### src/rtl/encd_pkg.sv
// constants for the encoder diagnostic reply and position wrap block
package encd_pkg;
    localparam int         DIAG_LEN     = 16;
    localparam logic [3:0] IDX_LAST     = 4'hF;
    localparam logic [3:0] IDX_MADDR    = 4'h3;
    localparam logic [3:0] IDX_ID_HI    = 4'h4;
    localparam logic [3:0] IDX_ID_LO    = 4'h5;
    localparam logic [3:0] IDX_EXT_HDR  = 4'h6;
    localparam logic [3:0] IDX_ALARM    = 4'h7;
    localparam logic [3:0] IDX_OPER     = 4'h8;
    localparam logic [3:0] IDX_TYPE     = 4'h9;
    localparam logic [3:0] IDX_RES_B3   = 4'hA;
    localparam logic [3:0] IDX_RES_B2   = 4'hB;
    localparam logic [3:0] IDX_RES_B1   = 4'hC;
    localparam logic [3:0] IDX_RES_B0   = 4'hD;
    localparam logic [3:0] IDX_REV_HI   = 4'hE;
    localparam logic [3:0] IDX_REV_LO   = 4'hF;
    localparam logic [7:0] EXT_HDR_LEN  = 8'h0A;
    localparam logic [7:0] ALARM_NONE   = 8'h00;
    localparam logic [7:0] TYPE_MULTI   = 8'h01;
    localparam int         OP_DIR       = 0;
    localparam int         OP_EXT       = 1;
    localparam int         OP_SCALE     = 3;
    localparam int         OP_XCHG      = 7;
    localparam logic [7:0] OP_USED_MASK = 8'h8B;
    localparam logic [7:0] OP_DEFAULT   = 8'h0A;
    localparam logic [7:0] MADDR_NONE   = 8'hFF;
    typedef enum logic [0:0] {TX_IDLE = 1'b0, TX_SEND = 1'b1} encd_tx_type;
    typedef enum logic [1:0] {CF_INIT = 2'b00, CF_IDLE = 2'b01, CF_CALC = 2'b10} encd_cf_type;
endpackage : encd_pkg

### src/rtl/encd_diag.sv
// encoder diagnostic reply builder, configuration defaults and red-zone position wrap
`timescale 1ns/10ps
`default_nettype none
// Operation
// - reply is sixteen bytes, standard then extended
// - byte 3 is parametrizing master address
// - bytes 4 and 5 carry maker identifier
// - byte 6 is extended length, ten
// - byte 7 alarms always zero
// - byte 8 echoes operating parameter byte
// - status bit 0 is count direction
// - bit 1 extended class, bit 3 scaling
// - bit 7 position plus velocity selection
// - bits 2 and 4 to 6 zero
// - byte 9 type code one, multiturn
// - bytes 10 to 13 steps per revolution
// - bytes 14 and 15 revolution count
// - remainder found by repeated span subtraction
// - position jumps entering or leaving remainder
// - remainder region ends at span minus one
// - extended class enabled by default
// - default payload follows velocity class strap
module encd_diag
    import encd_pkg::*;
#(
    parameter logic [15:0] IDENT_CODE = 16'h0ABC,        // arbitrary value
    parameter logic [31:0] ST_RES     = 32'h0001_0000,   // physical steps per revolution
    parameter logic [15:0] REV_COUNT  = 16'h4000,        // distinguishable revolutions
    parameter logic [31:0] HW_TOTAL   = 32'h4000_0000    // native total span
) (
    input  wire logic        mclk,          // system clock
    input  wire logic        rstn,          // async reset, active low
    input  wire logic        clk_en,        // clock enable, freezes all state except the reset synchronizer when low
    input  wire logic        vel_class,     // strap: velocity-extended class in use
    input  wire logic [7:0]  stat_byte0,    // standard station status byte 0
    input  wire logic [7:0]  stat_byte1,    // standard station status byte 1
    input  wire logic [7:0]  stat_byte2,    // standard station status byte 2
    input  wire logic        prm_write,     // parameter_set_service pulse
    input  wire logic [7:0]  prm_maddr,     // address of the parametrizing master
    input  wire logic [7:0]  prm_oper,      // operating parameter byte
    input  wire logic [31:0] prm_span,      // configured total span
    input  wire logic        diag_req,      // diagnostic_request_service pulse
    input  wire logic [31:0] raw_pos,       // native position
    output logic             diag_valid,    // reply byte valid
    output logic [7:0]       diag_byte,     // reply byte
    output logic [3:0]       diag_index,    // reply byte number
    output logic             diag_last,     // last reply byte
    output logic [7:0]       oper_status,   // current operating status
    output logic [7:0]       master_addr,   // current parametrizing master
    output logic             calc_busy,     // remainder calculation running
    output logic [31:0]      pos_out,       // reported position
    output logic             red_zone       // position inside remainder region
);

    ////////////////////////////////////////////////////////////////////////
    // reset release
    logic       rst_meta_reg;
    logic       rst_sync_reg;
    wire  logic rst_n = rst_sync_reg;

    always_ff @(posedge mclk or negedge rstn) begin
        if (!rstn) begin
            rst_meta_reg <= 1'b0;
            rst_sync_reg <= 1'b0;
        end else begin
            rst_meta_reg <= 1'b1;
            rst_sync_reg <= rst_meta_reg;
        end
    end

    ////////////////////////////////////////////////////////////////////////
    // configuration and remainder calculation
    encd_cf_type cf_reg;
    logic [7:0]  oper_reg;
    logic [7:0]  maddr_reg;
    logic [31:0] span_reg;
    logic [31:0] rem_reg;
    logic [31:0] full_reg;

    always_ff @(posedge mclk or negedge rst_n) begin
        if (!rst_n) begin
            cf_reg    <= CF_INIT;
            oper_reg  <= OP_DEFAULT;
            maddr_reg <= MADDR_NONE;
            span_reg  <= HW_TOTAL;
            rem_reg   <= 32'h0000_0000;
            full_reg  <= HW_TOTAL;
        end else if (clk_en) begin
            case (cf_reg)
                CF_INIT: begin
                    oper_reg         <= OP_DEFAULT;
                    oper_reg[OP_XCHG] <= vel_class;
                    cf_reg           <= CF_IDLE;
                end
                CF_IDLE: begin
                    if (prm_write) begin
                        oper_reg  <= prm_oper & OP_USED_MASK;
                        maddr_reg <= prm_maddr;
                        span_reg  <= (prm_span == 32'h0000_0000) ? HW_TOTAL : prm_span;
                        rem_reg   <= HW_TOTAL;
                        cf_reg    <= CF_CALC;
                    end
                end
                CF_CALC: begin
                    if (rem_reg >= span_reg) begin
                        rem_reg <= rem_reg - span_reg;
                    end else begin
                        full_reg <= HW_TOTAL - rem_reg;
                        cf_reg   <= CF_IDLE;
                    end
                end
                default: cf_reg <= CF_IDLE;
            endcase
        end
    end

    always_ff @(posedge mclk or negedge rst_n) begin
        if (!rst_n) begin
            oper_status <= OP_DEFAULT;
            master_addr <= MADDR_NONE;
            calc_busy   <= 1'b0;
        end else if (clk_en) begin
            oper_status <= oper_reg;
            master_addr <= maddr_reg;
            calc_busy   <= (cf_reg == CF_CALC);
        end
    end

    ////////////////////////////////////////////////////////////////////////
    // position wrap
    always_ff @(posedge mclk or negedge rst_n) begin
        if (!rst_n) begin
            pos_out  <= 32'h0000_0000;
            red_zone <= 1'b0;
        end else if (clk_en) begin
            if (!oper_reg[OP_SCALE]) begin
                pos_out  <= raw_pos;
                red_zone <= 1'b0;
            end else if (raw_pos >= full_reg) begin
                // last native step maps to span minus one
                pos_out  <= raw_pos - (HW_TOTAL - span_reg);
                red_zone <= 1'b1;
            end else begin
                pos_out  <= raw_pos % span_reg;
                red_zone <= 1'b0;
            end
        end
    end

    ////////////////////////////////////////////////////////////////////////
    // diagnostic reply
    function automatic logic [7:0] msg_byte(input logic [3:0] idx, input logic [7:0] s0, input logic [7:0] s1,
                                            input logic [7:0] s2, input logic [7:0] ma, input logic [7:0] op);
        case (idx)
            4'h0:        msg_byte = s0;
            4'h1:        msg_byte = s1;
            4'h2:        msg_byte = s2;
            IDX_MADDR:   msg_byte = ma;
            IDX_ID_HI:   msg_byte = IDENT_CODE[15:8];
            IDX_ID_LO:   msg_byte = IDENT_CODE[7:0];
            IDX_EXT_HDR: msg_byte = EXT_HDR_LEN;
            IDX_ALARM:   msg_byte = ALARM_NONE;
            IDX_OPER:    msg_byte = op;
            IDX_TYPE:    msg_byte = TYPE_MULTI;
            IDX_RES_B3:  msg_byte = ST_RES[31:24];
            IDX_RES_B2:  msg_byte = ST_RES[23:16];
            IDX_RES_B1:  msg_byte = ST_RES[15:8];
            IDX_RES_B0:  msg_byte = ST_RES[7:0];
            IDX_REV_HI:  msg_byte = REV_COUNT[15:8];
            default:     msg_byte = REV_COUNT[7:0];
        endcase
    endfunction : msg_byte

    encd_tx_type tx_reg;
    logic [7:0]  snap_reg [DIAG_LEN];
    logic [3:0]  cnt_reg;

    always_ff @(posedge mclk or negedge rst_n) begin
        if (!rst_n) begin
            tx_reg  <= TX_IDLE;
            cnt_reg <= 4'h0;
            for (int i = 0; i < DIAG_LEN; i++) begin
                snap_reg[i] <= 8'h00;
            end
        end else if (clk_en) begin
            case (tx_reg)
                TX_IDLE: begin
                    if (diag_req) begin
                        for (int i = 0; i < DIAG_LEN; i++) begin
                            snap_reg[i] <= msg_byte(4'(i), stat_byte0, stat_byte1, stat_byte2, maddr_reg, oper_reg);
                        end
                        cnt_reg <= 4'h0;
                        tx_reg  <= TX_SEND;
                    end
                end
                TX_SEND: begin
                    if (cnt_reg == IDX_LAST) begin
                        tx_reg <= TX_IDLE;
                    end
                    cnt_reg <= cnt_reg + 4'h1;
                end
                default: tx_reg <= TX_IDLE;
            endcase
        end
    end

    always_ff @(posedge mclk or negedge rst_n) begin
        if (!rst_n) begin
            diag_valid <= 1'b0;
            diag_byte  <= 8'h00;
            diag_index <= 4'h0;
            diag_last  <= 1'b0;
        end else if (clk_en) begin
            diag_valid <= (tx_reg == TX_SEND);
            diag_byte  <= snap_reg[cnt_reg];
            diag_index <= cnt_reg;
            diag_last  <= (tx_reg == TX_SEND) && (cnt_reg == IDX_LAST);
        end
    end
endmodule : encd_diag
`default_nettype wire

### config.mk
export PLATFORM = sky130hd
export DESIGN_NAME = encd_diag
export DESIGN_NICKNAME = d
export VERILOG_FILES = /design/src/rtl/encd_pkg.sv /design/src/rtl/encd_diag.sv
export SDC_FILE = /design/constraint.sdc
export NUM_CORES = 2
export LEC_CHECK = 0
export BUFFER_PORTS_ARGS = -buffer_cell sky130_fd_sc_hd__buf_4
export CELL_PAD_IN_SITES_DETAIL_PLACEMENT = 1
export CELL_PAD_IN_SITES_GLOBAL_PLACEMENT = 1
export CORE_MARGIN = 2
export CORE_UTILIZATION = 52
export DETAILED_ROUTE_END_ITERATION = 8
export PLACE_DENSITY = 0.89
export SYNTH_ARGS = -nofsm -noshare
export SYNTH_HDL_FRONTEND = slang
export SYNTH_SLANG_ARGS = --single-unit
### constraint.sdc
create_clock -name mclk -period 15.2 [get_ports mclk]
set_clock_uncertainty 0.15 [all_clocks]
set_input_delay 1.52 -clock mclk [delete_from_list [all_inputs] [get_ports mclk]]
set_output_delay 1.52 -clock mclk [all_outputs]
set_load 0.005 [all_outputs]
==> results of run 1 <==
## per-stage QoR
stage,TNS [ps],setup WS [ps],instance area (µm²)
global placement,-1468990,-46310,63000
floorplan,-1387690,-43680,45800
## kinds of logic after synthesis
group	count (synthesis)	share of synthesized area, %
compound gates	1934	29.0
xor+xnor	432	8.70
fa+ha+maj	659	19.0
buf+inv	453	4.01
flops	214	12.4
mux	163	4.28
other cells	2	0.0173
simple gates	2062	22.6
==> reports/qor.csv, run 1 <==
metric;value;unit
status;aborted with a tool error;
Halt Stage;3_5_place_dp;
Log Error;[ERROR DPL-0033] detailed placement checks failed during check placement.;
top cells by area, synth;ha_1, dfrtp_1, xnor2_1;
Mapped Avg Cell Area;7.34;µm²
register area share after synthesis;12.4;%
GP Congestion;1.13;
flops & latches, synth;214;
post-synth top area share;18.9;%
Die Width;293;µm
dominant cell by count in the synthesized netlist;ha_1;
Post-synth top cells;ha_1, nand2_1, nor2_1;
PortBufs;165;
Post-Syn Area;43500;µm²
I/O pin count;174;
number of flops mapped to enable cells by yosys;0;
hpwl dp;297000;µm
Initial Utilization;52.3;%
synth unique cells;111;
post-synth top area cell;ha_1;
FP Rows;106;
Die H;293;µm
Synth Instances;5919;
async set or reset register ratio after synthesis;100;%
Synth Warn #;0;
Post-synth top flop;dfrtp_1;
==> inputs of run 2 (changes only) <==
==> config.mk (replaced) <==
export PLATFORM = sky130hd
export DESIGN_NAME = encd_diag
export DESIGN_NICKNAME = d
export VERILOG_FILES = /design/src/rtl/encd_pkg.sv /design/src/rtl/encd_diag.sv
export SDC_FILE = /design/constraint.sdc
export NUM_CORES = 2
export LEC_CHECK = 0
export BUFFER_PORTS_ARGS = -buffer_cell sky130_fd_sc_hd__buf_4
export CORE_MARGIN = 2
export CORE_UTILIZATION = 40
export DETAILED_ROUTE_END_ITERATION = 8
export PLACE_DENSITY_LB_ADDON = 0.15
export SYNTH_ARGS = -nofsm -noshare
export SYNTH_HDL_FRONTEND = slang
export SYNTH_SLANG_ARGS = --single-unit
==> run 2 against run 1 <==
The flow now finishes, with violations (setup timing). Area after synthesis unchanged. Synthesized cell count unchanged.
==> reports/qor.csv, run 2 <==
metric;value;unit
status;finished with violations;
failing checks;setup timing;
final setup fails;32;
core footprint;108000;µm²
fillcell total;9452;
most frequent cells in the layout;buf_4, nand2_1, ha_1;
area of the multi-input gates;41300;µm²
# DRC;0;
highest metal used;met5;
post-route core utilization;66.6;%
launching point of the worst reg2reg path;span_reg[7];
antenna violations before repair;13;
Final Routed Wirelength;230000;µm
CP Capture Type;flop;
Post-synth top flop;dfrtp_1;
met1 wire length;97200;µm
P&R area growth vs syn;64.7;%
hold path startpoint;rst_meta_reg;
max frequency;16.3;MHz
Post-synth top cells;ha_1, nand2_1, nor2_1;
PortBufs;165;
Clock Tree Root;clkbuf_16;
crit path kind;in2reg;
Synth Instances;5919;
die area;111000;µm²
number of max-cap violations;0;
GP Congestion;1.06;
Worst path top cell family by delay;compound AO/OA/AOI/OAI gates;
GR Util All Layers;39.6;%
gr ovfl total;0;
RSZ-0062 raised after global routing;true;
hpwl dp;181000;µm
HP Class;reg2reg;
Worst-Margin Slew;1220;ps
max_slew headroom;16.3;%
clock buffer count from CTS;26;
FP Rows;120;
Routed WL per cell;23.2;µm
commonest non-fill, non-tap cell in the layout;buf_4;
fin. max-slew vios;0;
Fin. Hold Viols;0;
CTS Buffer Depth;3;
crit path DAT;61660;ps
Mapped Avg Cell Area;7.34;µm²
synth unique cells;111;
Worst path slowest cell;or4_4;
number of flops mapped to enable cells by yosys;0;
clock slew at reported path FFs;60;ps
drt initial violations;5237;
DR pass1 iterations;6;
post-synth top area share;18.9;%
post-synth top area cell;ha_1;
Via Count;57700;
register area;5390;µm²
I/O pin count;174;
Synth Warn #;0;
design area;71600;µm²
Die Width;334;µm
Post-DRT Antenna Nets;0;
H-tree levels;1;
Die H;334;µm
flops & latches, synth;214;
clock sink count;214;
Routed met3 length;19000;µm
vias per inst;5.81;
crit start category;primary input;
crit path launch;raw_pos[31];
top cells by area, synth;ha_1, dfrtp_1, xnor2_1;
CTS tree;yes;
nets;9275;
pin count of the biggest net entering global routing;76;
Period minus WS final;61370;ps
met2 wire len;102000;µm
WP data required;15490;ps
dominant cell by count in the synthesized netlist;ha_1;
worst setup margin;-46170;ps
first-pass GRT wire length;339000;µm
CP max FO;13;
vias in the first global route;55600;
async set or reset register ratio after synthesis;100;%
clk_lat worst skew;550;ps
Post-Syn Area;43500;µm²
number of flip-flops in the largest register;37;
slowest cell delay on critical path;540;ps
register area share after synthesis;12.4;%
CP most frequent cell;buf_4;
placed cell area;64300;µm²
share of layout cells above drive strength 1;44.0;%
Initial Utilization;40.4;%
period utilization;404;%
CP bufs+invs;61;
[run 2: cell counts after synthesis]
No cell type changed its count.
[run 2: logic make-up after synthesis]
kind of cell / share of synthesized area [%]
buffers and inverters: 4.01
adder cells (fa/ha/maj): 19.0
AO/OA/AOI/OAI: 29.0
AND/OR/NAND/NOR: 22.6
multiplexers: 4.28
other: 0.0173
flip-flops: 12.4
XOR/XNOR: 8.70
[run 2: final timing paths]
check,to,slack [ps],cells past startpoint
setup / recovery,pos_out[25],-46170,321
hold / removal,rst_n,200,0
setup reg to reg,pos_out[25],-46150,322
hold reg to reg,rst_n,200,0
max in group asynchronous,span_reg[10],12950,1
min in group asynchronous,rem_reg[9],390,0
[run 2: final cells by class]
class | instances | share of cell area (%)
clock inverter | 16 | 0.187
antenna | 9 | 0.0315
tap | 1403 | 2.45
clock buffer | 32 | 1.03
multi-input combinational | 5256 | 57.7
sequential | 214 | 7.52
inverter | 247 | 1.29
timing repair buffer | 2761 | 29.8
[run 2: what timing repair did]
action,CTS,global route
pin swaps,369,248
hold buffers,0,0
endpoints found under the setup margin,32,32
setup buffers,282,87
cloned,8,0
endpoints found under the hold margin,0,0
resized for setup,533,206
[run 2: stage by stage]
| stage | hold slack (ps) | worst slack (ps) | instances | setup TNS, ps |
|---|---|---|---|---|
| floorplan | 181 | -43680 | 5922 | -1387690 |
| detailed placement | 190 | -48810 | 9510 | -1556970 |
| global route | 223 | -48750 | 9930 | -1554410 |
| finish | 200 | -46170 | 9938 | -1471620 |
| CTS | 203 | -44710 | 9845 | -1422400 |
| global placement | 188 | -48200 | 9510 | -1536940 |
[run 2: metal layers]
layer | GRT usage (%) | vias to the layer above
met4 | 17.3 | 8
met5 | 0 | -
li1 | - | 27100
met3 | 5.08 | 598
met2 | 63.4 | 2574
met1 | 53.3 | 27400
[run 2: worst reg2reg max path: cells and delay by family, from the launching register on]
kind                       cells  cell delay [ps]
AOI/OAI and AO/OA            148            28030
and+or+nand+nor               74            13800
adders and majority gates     31             8400
buffers and inverters         60             8190
muxes                          7             2040
DFF                            1              380
xor gates and xnor gates       2              230
Power of run 2 is left out: the tool's default activity adds up to more than one toggle a clock period on the data nets, which glitch-free logic cannot reach.
